[src/inc/emp_pkg.sv]
package emp_pkg;
	// ----------------------------------------
	// Widths and timing
	// ----------------------------------------
	localparam int ADDR_W = 24;
	localparam int DATA_W = 32;
	localparam int FLAG_N = 4;
	localparam int BANK_N = 4;
	localparam int CLK_MHZ = 250;
	localparam int STROBE_MIN_NS = 8;
	// Least time, so round up to whole cycles
	localparam int STROBE_CYC = (STROBE_MIN_NS * CLK_MHZ + 999) / 1000;
	localparam int PARALLEL_ACQUISITION_INPUT_DIV_DEF = 4;
	// Edges from the start of an access until a pin level taken in it reaches the sequencer
	localparam int ACK_SEEN_CYC = 3;
	// ----------------------------------------
	// Bank decode: top two address bits pick the bank
	// ----------------------------------------
	localparam int BANK_LSB = 22;
	localparam logic [1:0] BOOT_BANK = 2'h1;
	localparam int FLAG_MS_FIRST = 2;
	// ----------------------------------------
	// Data pin function codes
	// ----------------------------------------
	localparam logic [1:0] PIN_EXT_MEMORY_INTERFACE_MODE = 2'h0;
	localparam logic [1:0] PIN_PARALLEL_ACQUISITION_INPUT = 2'h1;
	localparam logic [1:0] PIN_FLAG = 2'h2;
	localparam logic [1:0] PIN_PWM = 2'h3;
	localparam logic [3:0] BANK_IDLE_N = 4'hF;

	typedef enum logic [1:0] {
		EMP_IDLE,
		EMP_ACCESS,
		EMP_DONE
	} emp_state_e;

	typedef logic [DATA_W-1:0][1:0] emp_modes_t;
endpackage : emp_pkg

[src/inc/emp_in_if.sv]
`timescale 1ns/100ps
// Raw pin levels and their synchronised copies
interface emp_in_if;
	logic [31:0] data_raw;
	logic ack_raw;
	logic [3:0] flag_raw;
	logic [31:0] data_s;
	logic ack_s;
	logic [3:0] flag_s;
	modport src (output data_raw, output ack_raw, output flag_raw, input data_s, input ack_s, input flag_s);
	modport sync (input data_raw, input ack_raw, input flag_raw, output data_s, output ack_s, output flag_s);
endinterface : emp_in_if

[src/rtl/emp_sync.sv]
`timescale 1ns/100ps
// Two-stage synchroniser for every pin input of the port
module emp_sync
	import emp_pkg::*;
(
	input wire logic mclk_i,
	input wire logic sys_rst_i,
	emp_in_if.sync pins
);
	localparam int SW = DATA_W + 1 + FLAG_N;

	typedef struct packed {
		logic [SW-1:0] meta;
		logic [SW-1:0] sync;
	} emp_sync_s;

	emp_sync_s s_r;
	emp_sync_s s_nxt;

	// ----------------------------------------
	// First stage feeds only the second
	// ----------------------------------------
	always_comb begin
		s_nxt.meta = {pins.flag_raw, pins.ack_raw, pins.data_raw};
		s_nxt.sync = s_r.meta;
	end

	// Register both stages
	always_ff @(posedge mclk_i) begin
		if (sys_rst_i) begin
			s_r <= '0;
		end else begin
			s_r <= s_nxt;
		end
	end

	assign pins.data_s = s_r.sync[DATA_W-1:0];
	assign pins.ack_s = s_r.sync[DATA_W];
	assign pins.flag_s = s_r.sync[SW-1:DATA_W+1];
endmodule : emp_sync

[src/rtl/emp_div.sv]
`timescale 1ns/100ps
// Enable pulse every DIV cycles
module emp_div #(
	parameter int DIV = 4
) (
	input wire logic mclk_i,
	input wire logic sys_rst_i,
	output logic tick_o
);
	localparam int CW = (DIV > 1) ? $clog2(DIV) : 1;

	initial begin
		if (DIV < 1) $error("emp_div: DIV must be at least 1");
	end

	typedef struct packed {
		logic [CW-1:0] cnt;
	} emp_div_s;

	emp_div_s s_r;
	emp_div_s s_nxt;

	// ----------------------------------------
	// Free-running counter
	// ----------------------------------------
	always_comb begin
		s_nxt = s_r;
		if (s_r.cnt == CW'(DIV - 1)) begin
			s_nxt.cnt = '0;
		end else begin
			s_nxt.cnt = s_r.cnt + 1'b1;
		end
	end

	// Register the count
	always_ff @(posedge mclk_i) begin
		if (sys_rst_i) begin
			s_r <= '0;
		end else begin
			s_r <= s_nxt;
		end
	end

	assign tick_o = (s_r.cnt == CW'(DIV - 1));
endmodule : emp_div

[src/rtl/emp_port.sv]
`timescale 1ns/100ps
// Functional notes
// Drive access address on 24-bit bus
// Data pins shared: memory, acquisition, flag, pulse
// Reset leaves data pins memory, flags flags
// Channel 0 samples data pins when enabled
// Acknowledge low stretches the access
// Bank selects 0-1 active low chip selects
// Bank selects decoded, change with address
// Bank selects high when no access runs
// Conditional access asserts select regardless
// Flash boot uses bank select 1
// Read strobe low for every read word
// Write strobe low for every written word
// Flag pins 2-3 carry bank selects 2-3
// Hold strobe, select, address until acknowledge
module emp_port
	import emp_pkg::*;
#(
	parameter int PARALLEL_ACQUISITION_INPUT_DIV = PARALLEL_ACQUISITION_INPUT_DIV_DEF,
	parameter int STROBE_CYCLES = STROBE_CYC
) (
	input wire logic mclk_i,
	input wire logic sys_rst_i,
	// Core request side
	input wire logic req_valid_i,
	input wire logic req_write_i,
	input wire logic req_cond_true_i,
	input wire logic [ADDR_W-1:0] req_addr_i,
	input wire logic [DATA_W-1:0] req_wdata_i,
	output logic req_ready_o,
	output logic rsp_valid_o,
	output logic [DATA_W-1:0] rsp_rdata_o,
	// Configuration
	input wire logic boot_flash_i,
	input wire logic cfg_load_i,
	input wire logic [2*DATA_W-1:0] cfg_pin_mode_i,
	input wire logic [1:0] cfg_flag_ms_i,
	input wire logic parallel_input_control_i,
	// Other users of shared pins
	input wire logic [DATA_W-1:0] gpio_out_i,
	input wire logic [DATA_W-1:0] gpio_oe_i,
	input wire logic [DATA_W-1:0] pwm_i,
	input wire logic [FLAG_N-1:0] flag_out_i,
	input wire logic [FLAG_N-1:0] flag_oe_i,
	output logic [DATA_W-1:0] gpio_in_o,
	output logic [FLAG_N-1:0] flag_in_o,
	output logic [DATA_W-1:0] input_data_port_o,
	output logic input_data_port_valid_o,
	// External pins
	output logic [ADDR_W-1:0] addr_o,
	input wire logic [DATA_W-1:0] data_i,
	output logic [DATA_W-1:0] data_o,
	output logic [DATA_W-1:0] data_oe_o,
	input wire logic ack_i,
	output logic [1:0] bank_select_n_o,
	output logic rd_n_o,
	output logic wr_n_o,
	input wire logic [FLAG_N-1:0] flag_i,
	output logic [FLAG_N-1:0] flag_o,
	output logic [FLAG_N-1:0] flag_oe_o
);
	// An acknowledge level taken during the access needs ACK_SEEN_CYC edges to
	// reach the sequencer. A shorter strobe would let the acknowledge left high
	// by the idle bus end the access before the far side can pull it low.
	localparam int HOLD_CYC = (STROBE_CYCLES > ACK_SEEN_CYC) ? STROBE_CYCLES : ACK_SEEN_CYC;
	localparam int CW = $clog2(HOLD_CYC + 1);
	// Two selects have pins of their own, the others ride on flag pins
	localparam int BANK_BITS = $clog2(BANK_N);
	localparam int PIN_BANKS = 2;
	localparam int FLAG_BANKS = BANK_N - PIN_BANKS;

	initial begin
		if (STROBE_CYCLES < 1) $error("emp_port: STROBE_CYCLES must be at least 1");
		if (PARALLEL_ACQUISITION_INPUT_DIV < 1) $error("emp_port: PARALLEL_ACQUISITION_INPUT_DIV must be at least 1");
		if (BANK_LSB + BANK_BITS > ADDR_W) $error("emp_port: bank field lies outside the address");
		if (FLAG_MS_FIRST + FLAG_BANKS > FLAG_N) $error("emp_port: select flags lie outside the flag pins");
	end

	// ----------------------------------------
	// State
	// ----------------------------------------
	typedef struct packed {
		// Access sequencer
		emp_state_e st;
		logic [ADDR_W-1:0] addr;
		logic [BANK_N-1:0] bs_n;
		logic rd_n;
		logic wr_n;
		logic write;
		logic [DATA_W-1:0] wdata;
		logic [CW-1:0] cnt;
		logic [DATA_W-1:0] rdata;
		logic rsp_valid;
		// Pin function configuration
		emp_modes_t modes;
		logic [1:0] flag_ms;
		// Registered pin drivers
		logic [DATA_W-1:0] dout;
		logic [DATA_W-1:0] doe;
		logic [FLAG_N-1:0] fout;
		logic [FLAG_N-1:0] foe;
		// Input channel sample
		logic [DATA_W-1:0] input_data_port;
		logic idp_valid;
	} emp_regs_s;

	emp_regs_s s_r;
	emp_regs_s s_nxt;
	// Divider pulse and synchronised pin levels
	logic parallel_acquisition_input_tick;
	logic [DATA_W-1:0] data_s;
	logic ack_s;
	logic [FLAG_N-1:0] flag_s;

	// Every pin input passes two flops before any logic reads it
	emp_in_if pins ();

	assign pins.data_raw = data_i;
	assign pins.ack_raw = ack_i;
	assign pins.flag_raw = flag_i;
	assign data_s = pins.data_s;
	assign ack_s = pins.ack_s;
	assign flag_s = pins.flag_s;

	emp_sync u_sync (
		.mclk_i(mclk_i),
		.sys_rst_i(sys_rst_i),
		.pins(pins)
	);

	// Sampling rate of the input channel
	emp_div #(
		.DIV(PARALLEL_ACQUISITION_INPUT_DIV)
	) u_div (
		.mclk_i(mclk_i),
		.sys_rst_i(sys_rst_i),
		.tick_o(parallel_acquisition_input_tick)
	);

	// ----------------------------------------
	// Helpers
	// ----------------------------------------
	// Bank one-hot, active low; boot forces bank 1
	function automatic logic [BANK_N-1:0] bank_dec(input logic [ADDR_W-1:0] a, input logic boot);
		logic [BANK_BITS-1:0] b;
		b = boot ? BANK_BITS'(BOOT_BANK) : a[BANK_LSB +: BANK_BITS];
		bank_dec = ~(BANK_N'(1) << b);
	endfunction : bank_dec

	// Mask of pins in a given function
	// One compare per pin, small next to the pin multiplexers
	function automatic logic [DATA_W-1:0] mode_mask(input emp_modes_t m, input logic [1:0] code);
		mode_mask = '0;
		for (int i = 0; i < DATA_W; i++) begin
			mode_mask[i] = (m[i] == code);
		end
	endfunction : mode_mask

	// ----------------------------------------
	// Next state
	// ----------------------------------------
	always_comb begin
		logic [DATA_W-1:0] m_ext_memory_interface_mode;
		logic [DATA_W-1:0] m_parallel_acquisition_input;
		logic [DATA_W-1:0] m_flag;
		logic [DATA_W-1:0] m_pwm;
		logic [BANK_N-1:0] dec;
		m_ext_memory_interface_mode = '0;
		m_parallel_acquisition_input = '0;
		m_flag = '0;
		m_pwm = '0;
		dec = '1;
		s_nxt = s_r;
		// Pulses last one cycle unless set again below
		s_nxt.rsp_valid = 1'b0;
		s_nxt.idp_valid = 1'b0;

		// Pin functions change only on a load
		// A load mid-access switches pins at once; load only while idle
		if (cfg_load_i) begin
			s_nxt.modes = emp_modes_t'(cfg_pin_mode_i);
			s_nxt.flag_ms = cfg_flag_ms_i;
		end

		// Access sequencer
		case (s_r.st)
			EMP_IDLE: begin
				s_nxt.bs_n = BANK_IDLE_N;
				s_nxt.rd_n = 1'b1;
				s_nxt.wr_n = 1'b1;
				// A request is taken only here, so accesses never overlap
				if (req_valid_i) begin
					dec = bank_dec(req_addr_i, boot_flash_i);
					s_nxt.st = EMP_ACCESS;
					s_nxt.addr = req_addr_i;
					// Select follows address even for a false condition
					s_nxt.bs_n = dec;
					// A false condition raises no strobe and drives no data
					s_nxt.rd_n = ~(req_cond_true_i & ~req_write_i);
					s_nxt.wr_n = ~(req_cond_true_i & req_write_i);
					s_nxt.write = req_write_i & req_cond_true_i;
					s_nxt.wdata = req_wdata_i;
					// Count covers the minimum strobe and the synchroniser delay
					s_nxt.cnt = CW'(HOLD_CYC - 1);
				end
			end
			EMP_ACCESS: begin
				// Minimum strobe first, then wait for acknowledge
				if (s_r.cnt != '0) begin
					s_nxt.cnt = s_r.cnt - 1'b1;
				end else if (ack_s) begin
					s_nxt.st = EMP_DONE;
					s_nxt.bs_n = BANK_IDLE_N;
					s_nxt.rd_n = 1'b1;
					s_nxt.wr_n = 1'b1;
					// Read data pass the synchroniser too, so the far side must
					// keep them driven for as long as it holds acknowledge high
					s_nxt.rdata = s_r.rd_n ? s_r.rdata : data_s;
					s_nxt.rsp_valid = 1'b1;
				end
			end
			EMP_DONE: begin
				// One turnaround cycle before the next access
				// Selects stay high for at least this cycle between accesses
				s_nxt.st = EMP_IDLE;
				s_nxt.write = 1'b0;
			end
			// Unused code falls back to idle
			default: begin
				s_nxt.st = EMP_IDLE;
			end
		endcase

		// Data pin drivers, registered so the pins see no glitches
		m_ext_memory_interface_mode = mode_mask(s_r.modes, PIN_EXT_MEMORY_INTERFACE_MODE);
		m_parallel_acquisition_input = mode_mask(s_r.modes, PIN_PARALLEL_ACQUISITION_INPUT);
		m_flag = mode_mask(s_r.modes, PIN_FLAG);
		m_pwm = mode_mask(s_r.modes, PIN_PWM);
		// Memory pins drive only while a true write runs; pulse pins always
		// Flag pin function shares the general purpose drive
		s_nxt.dout = (s_nxt.wdata & m_ext_memory_interface_mode) | (gpio_out_i & m_flag) | (pwm_i & m_pwm);
		s_nxt.doe = ({DATA_W{s_nxt.write}} & m_ext_memory_interface_mode) | (gpio_oe_i & m_flag) | m_pwm;

		// Flag pins, two of them may carry bank selects
		// Banks 2 and 3 show no select while their flag is not switched over
		s_nxt.fout = flag_out_i;
		s_nxt.foe = flag_oe_i;
		for (int k = 0; k < FLAG_BANKS; k++) begin
			if (s_r.flag_ms[k]) begin
				s_nxt.fout[FLAG_MS_FIRST + k] = s_nxt.bs_n[FLAG_MS_FIRST + k];
				s_nxt.foe[FLAG_MS_FIRST + k] = 1'b1;
			end
		end

		// Parallel input sampling on the divided rate
		// Pins in other functions read as zero in the sample
		if (parallel_input_control_i && parallel_acquisition_input_tick) begin
			s_nxt.input_data_port = data_s & m_parallel_acquisition_input;
			s_nxt.idp_valid = 1'b1;
		end
	end

	// ----------------------------------------
	// Register
	// ----------------------------------------
	// Synchronous reset brings every field to a known level
	always_ff @(posedge mclk_i) begin
		if (sys_rst_i) begin
			s_r <= '0;
			s_r.st <= EMP_IDLE;
			s_r.bs_n <= BANK_IDLE_N;
			s_r.rd_n <= 1'b1;
			s_r.wr_n <= 1'b1;
			// All-zero modes mean memory mode on every data pin
			s_r.modes <= '0;
		end else begin
			s_r <= s_nxt;
		end
	end

	// ----------------------------------------
	// Outputs
	// ----------------------------------------
	// Ready is combinational; a request is taken only in idle
	assign req_ready_o = (s_r.st == EMP_IDLE);
	assign rsp_valid_o = s_r.rsp_valid;
	assign rsp_rdata_o = s_r.rdata;

	// Memory pins
	assign addr_o = s_r.addr;
	assign bank_select_n_o = s_r.bs_n[1:0];
	assign rd_n_o = s_r.rd_n;
	assign wr_n_o = s_r.wr_n;
	assign data_o = s_r.dout;
	assign data_oe_o = s_r.doe;
	assign flag_o = s_r.fout;
	assign flag_oe_o = s_r.foe;

	// Synchronised pins and the input channel
	assign gpio_in_o = data_s;
	assign flag_in_o = flag_s;
	assign input_data_port_o = s_r.input_data_port;
	assign input_data_port_valid_o = s_r.idp_valid;
endmodule : emp_port

[config.mk]
export PLATFORM = sky130hd
export DESIGN_NAME = emp_port
export DESIGN_NICKNAME = d
export VERILOG_FILES = /design/src/inc/emp_pkg.sv /design/src/inc/emp_in_if.sv /design/src/rtl/emp_sync.sv /design/src/rtl/emp_div.sv /design/src/rtl/emp_port.sv
export SDC_FILE = /design/constraint.sdc
export NUM_CORES = 1
export LEC_CHECK = 0
export ABC_AREA = 0
export BUFFER_PORTS_ARGS = -buffer_cell sky130_fd_sc_hd__clkbuf_2
export CAP_MARGIN = 20
export CORE_AREA = 2 2 186 188
export CTS_CLUSTER_DIAMETER = 50
export DETAILED_ROUTE_END_ITERATION = 10
export DIE_AREA = 0 0 188 190
export PLACE_DENSITY = 0.64
export RECOVER_POWER = 50
export SYNTH_ARGS = -nofsm -noshare
export SYNTH_HDL_FRONTEND = slang
export SYNTH_SLANG_ARGS = --single-unit
[constraint.sdc]
create_clock -name mclk_i -period 1.57 [get_ports mclk_i]
set_input_delay 0.314 -clock mclk_i [delete_from_list [all_inputs] [get_ports mclk_i]]
set_output_delay 0.314 -clock mclk_i [all_outputs]
set_load 0.02 [all_outputs]
### Yosys cells after proc, flatten, opt, wreduce, memory -nomap -nowiden

Cells that the tools add are included.

| storage, ports and cells | value |
|---|---|
| register bits after elaboration | 347 |
| input bits | 271 |

| operators by class | value |
|---|---|
| bitwise gates (word level) | 19 |
| multiplexer cells | 18 |
| shifts and indexed selects | 1 |
| eq/ne operators | 103 |
| add/sub/neg operators | 2 |
| reductions and logical operators | 43 |

Operator list:

| operator | number |
|---|---|
| 32-bit bitwise AND | 6 |
| 2-bit == test (second input constant) | 66 |
| 32-bit bitwise OR | 4 |
| 67-bit two-way mux | 1 |
| 2-bit by 1-bit == test with 1-bit output (second input constant) | 33 |
| 2-bit zero test | 33 |
| 32-bit two-way mux | 1 |
| 6-bit two-way mux | 2 |
| 6-bit one-hot mux with 2 select lines | 1 |
| 3-bit AND reduction | 3 |
| 2-bit two-way mux | 4 |
| 2-bit one-hot mux with 2 select lines | 2 |
| 1-bit two-way mux | 6 |
| 2-bit inequality test (second input constant) | 3 |
| 1-bit NOT | 6 |
| 4-bit NOT | 1 |
| 4-bit AND reduction | 1 |
| 2-bit nonzero test | 2 |
| 1-bit by 2-bit left shift with 4-bit output (first input constant) | 1 |
| 3-bit OR reduction | 1 |
| 2-bit by 1-bit adder with 2-bit output (second input constant) | 1 |
| 1-bit bitwise AND | 2 |
| 2-bit by 1-bit inequality test with 1-bit output (second input constant) | 1 |
| 1-bit one-hot mux with 2 select lines | 1 |
| 4 further kinds | 4 |

### Longest topological paths before layout

| depth | value |
|---|---|
| depth after elaboration | 8 |
| mapped depth | 7 |
| mapped depth without buffers | 5 |

### Cells and area by module

From an unflattened synthesis, not the netlist that was laid out.

| second synthesis, totals | value |
|---|---|
| cell total of the unflattened synthesis | 1382 |
| area, all modules | 13442.9 µm² |

By module, submodules not included:

| module | area each (µm²) | times used | seq. area each (µm²) | cells each |
|---|---|---|---|---|
| emp_port | 11339.6 | 1 | 5425.2 | 1221 |
| emp_sync | 2028.2 | 1 | 1481.4 | 156 |
| emp_div | 75.1 | 1 | 40.0 | 5 |

### Least setup slack after synthesis

Ideal clock, no wire load.

| timing path | value |
|---|---|
| path kind | register to register |
| start | register s_r[204] (netlist name) |
| end | register s_r (netlist bit bank_select_n_o[0]) |
| path buffers | 0 |
| setup time | 122 ps |
| period minus slack after synthesis | 1470 ps |
| slack | 100 ps |
| cell stages (with the launch flop) | 6 |
| arrival time | 1348 ps |
| cells stage by stage | dfxtp_1 inv_1 ha_1 a21boi_0 or2_2 a221o_1 |

| on the way | value |
|---|---|
| cells in the longest elaborated chain, start to end | 3 |

RTL lines:

| what | RTL line | source |
|---|---|---|
| from (decl) | emp_port.sv:108 | `emp_regs_s s_r;` |
| from (signal assigned) | emp_port.sv:278 | `s_r <= s_nxt;` |
| 2-bit nonzero test | emp_port.sv:210 | `if (s_r.cnt != '0) begin` |
| 2-bit inequality test (no source line) | -- |  |
| 3-bit AND reduction (no source line) | -- |  |

No other way between the ends.
A chain may end at the register's enable or synchronous reset.

### Worst setup path after layout

| timing path | value |
|---|---|
| start | register s_r[269] (netlist name) |
| end | register s_r (netlist bit data_o[18]) |

| on the way | value |
|---|---|
| cells in the longest elaborated chain, start to end | 5 |

RTL lines:

| what | RTL line | source |
|---|---|---|
| 2-bit zero test | -- |  |
| 32-bit two-way mux | emp_port.sv:187 | `case (s_r.st)` |
| 32-bit bitwise AND | emp_port.sv:242 | `s_nxt.dout = (s_nxt.wdata & m_ext_memory_interface_mode) \| (gpio_out_i & m_flag) \| (pwm_i & m_pwm);` |
| 32-bit bitwise OR (2 in a row) | emp_port.sv:242 |  |

No other way between the ends.

==> summary.md <==
| Metric | Value |
|---|---|
| Crit-path max cell delay | `0.36 ns` |
| Fin crit share | `108%` |
| CP startpoint kind | `flop` |
| Setup violations, final | `54` |
| CTS tree | `done` |
| Top cells by area, synth | `dfxtp_1 52%, mux2i_1 9.8%, buf_4 9.2%, nor2_1 4.0%, nor2b_1 3.7%` |
| Most used cell, CP | `buf_8` |
| Mapped Cells | `roughly 1400` |
| Worst EP arrival | `around 2.1 ns` |
| Pin slew with the least headroom to its limit | `0.774 ns` |
| P_leak | `0.00771 uW` |
| Pwr dens | `1200 mW/mm2` |
| Max-slew violations | `0` |
| Num ports | `around 470` |
| TritonCTS Buffers | `42` |
| Crit. End Element | `flop` |
| Final Util | `53.4%` |
| Die Y | `approximately 190 um` |
| Synth async-reset ratio | `0%` |
| Max-slew headroom | `between 40% and 50%` |
| Area leader, netlist | `dfxtp_1` |
| Dpl cells | `2114` |
| Total grt overflow | `0` |
| Fin nets | `2084` |
| Cell Area, Synth | `between 0.01 and 0.015 mm2` |
| Met3 WL post-DR | `2.60 mm` |
| Cell with the most instances after synthesis | `dfxtp_1` |
| Core area | `between 0.03 and 0.04 mm2` |
| CP max FO | `6` |
| # Max-Cap Violations | `0` |
| Status | `complete, but fails checks` |
| Final instance area | `approximately 0.018 mm2` |
| Number of flops mapped to enable cells by yosys | `0` |
| First-pass GRT wire length | `58.3 mm` |
| WP data required | `between 1.5 and 2 ns` |
| Vias per cell | `slightly below 5` |
| Post-Syn Area per Cell | `slightly below 10 um2` |
| Dpl cell area | `approximately 0.015 mm2` |
| Vias in the first global route | `10900` |
| Hold Path Depth | `3` |
| DR top layer | `met4` |
| Non-Filler Instances | `around 2300` |
| Drt total wl | `slightly above 40 mm` |
| Largest net degree at the start of global routing | `41` |
| CP max stage cell | `dfxtp_4` |
| Clock sink total | `347` |
| Final Hold Vio Count | `0` |
| Worst R2R Path Depth | `6` |
| Minimum clock period after layout | `about 1.7 ns` |
| Clk slew on worst S/H paths | `0.06 ns` |
| Min setup slack post-route | `-0.118 ns` |
| Syn Nets | `roughly 1700` |
| Rows | `68` |
| Crit path cell chain | `buf_8 > nor3b_4 > buf_8 > clkbuf_16 > mux2i_4 > o22ai_1` |
| DR pass1 iterations | `4` |
| Most common flop cell mapped by yosys | `dfxtp_1` |
| Synth unique cells | `39` |
| DP HPWL | `between 20 and 30 mm` |
| Hold Path Class | `in2reg` |
| # port buffers | `roughly 470` |
| Met1 Routed Length | `roughly 17 mm` |
| Clock Skews | `around 0.014 ns` |
| DR iter-0 viols | `402` |
| Routability congestion estimate | `around 0.88` |
| Die area | `around 0.036 mm2` |
| Synth top area share | `52.1%` |
| CTS root buf | `clkbuf_16` |
| Die W | `around 190 um` |
| Residual DRC | `0` |
| DR WL/cell | `17.6 um` |
| Max clock buf depth | `3` |
| Synth Register Bits | `around 350` |
| Gr usage total | `20.4%` |
| Post-route ant nets | `0` |
| Routed length on met2 | `approximately 20 mm` |
| Share of post-route cells with drive strength above 1 | `31.4%` |
| Failing checks | `negative setup slack` |
| Register area share after synthesis | `between 50% and 60%` |
| Starting Density | `a little under 40%` |
| Max Clock Freq | `~590 MHz` |
| Initial antenna violation count | `0` |
| Unrepaired setup endpoints after global routing | `true` |
| Worst-Skew Late Latency | `about 0.53 ns` |
| Critical path type | `reg2reg` |
| Syn. warnings | `0` |
| Diodes inserted | `0` |
| Vias | `approximately 11000` |
| List of most frequent post-synthesis cells | `347 x dfxtp_1, 164 x buf_4, 142 x nor2_1, 130 x mux2i_1, 89 x a21oi_1` |
| Area Overhead vs Synth | `35.9%` |
| Worst vdd ir | `0.906 mV` |
| H-tree level count | `2` |
## registers in the layout (all words and copies together), names as in the netlist
name	count
rsp_valid_o	1
input_data_port_o	32
wr_n_o	1
data_o	32
bank_select_n_o	2
s_r	105
u_div.s_r	2
u_sync.pins.ack_s	1
flag_oe_o	4
u_sync.pins.data_s	32
rd_n_o	1
u_sync.s_nxt	37
flag_o	4
input_data_port_valid_o	1
addr_o	24
data_oe_o	32
u_sync.pins.flag_s	4
rsp_rdata_o	32
## metrics by stage
stage	total power (uW)	setup WS, ns	setup TNS (ns)	hold WS (ns)
finish	21700	-0.118	-1.72	0.0263
global route	22600	-0.169	-5.22	0.00479
CTS	21700	-0.0232	-0.138	0.000467
detailed placement	11800	-0.0398	-0.495	0.420
global placement	11800	0.00433	0	0.416
floorplan	11100	0.100	0	0.408
## path summary, 6_finish.rpt
path	startpoint	end	slack (ns)
worst max-delay path	s_r[269]	data_o[18]	-0.12
worst min-delay path	cfg_pin_mode_i[30]	s_r[137]	0.03
worst max register to register	s_r[269]	data_o[18]	-0.12
worst min register to register	u_sync.s_nxt[5]	u_sync.pins.data_s[5]	0.43
## power by group
group | switching, uW | internal (uW)
Clock | 3800 | 5820
Combinational | 1330 | 1220
Sequential | 300 | 9240
## cell type report
cell class                      instances  area [um2]
Timing Repair Buffer                  630        3880
Inverter                                5        18.8
Fill cell                            3085       15800
Multi-Input combinational cell        785        5300
Clock buffer                           62        1270
Tap cell                              455         569
Sequential cell                       347        6960
Clock inverter                         14         136
## worst max-delay path, delay by kind of cell, from the launching register on
family,cells,cell delay (ns)
buffers and inverters,3,0.56
flip-flops,1,0.36
multiplexers,1,0.28
AND/OR/NAND/NOR,1,0.24
AO/OA/AOI/OAI,1,0.11
## layout by cell type (no fill, tap or decap), drive strengths merged, types with 3 or more instances in the layout
cell type / count
mux2i: 130
buf: 48
inv: 10
a221o: 4
clkbuf: 562
nor2b: 78
nor3b: 3
nand2b: 35
or3: 32
clkinv: 6
nand3: 34
nand2: 83
a21oi: 89
dlygate4sd3: 82
nor2: 143
o21ai: 33
dfxtp: 347
nand4b: 33
o22ai: 64
## per-layer routing
layer,vias up,track usage [%]
li1,5409,-
met1,5309,24.4
met2,422,35.5
met3,95,4.45
met4,0,8.36
met5,-,0
## cell families after synthesis
| logic type | share of synthesized area, % |
|---|---|
| muxes | 9.75 |
| buffers and inverters | 11.9 |
| and+or+nand+nor | 17.4 |
| AOI/OAI and AO/OA | 8.68 |
| DFF | 52.1 |
| adders and majority gates | 0.188 |
## timing repair
| item | 4_1_cts | 5_1_grt |
|---|---|---|
| endpoints found under the hold margin | 82 | 0 |
| cloned | 0 | 9 |
| hold buffers | 82 | 0 |
| resized for setup | 12 | 102 |
| pin swaps | 1 | 13 |
| buffers inserted | 4 | 13 |
| setup endpoints to repair | 5 | 94 |
Power figures use the tool's default switching activity.
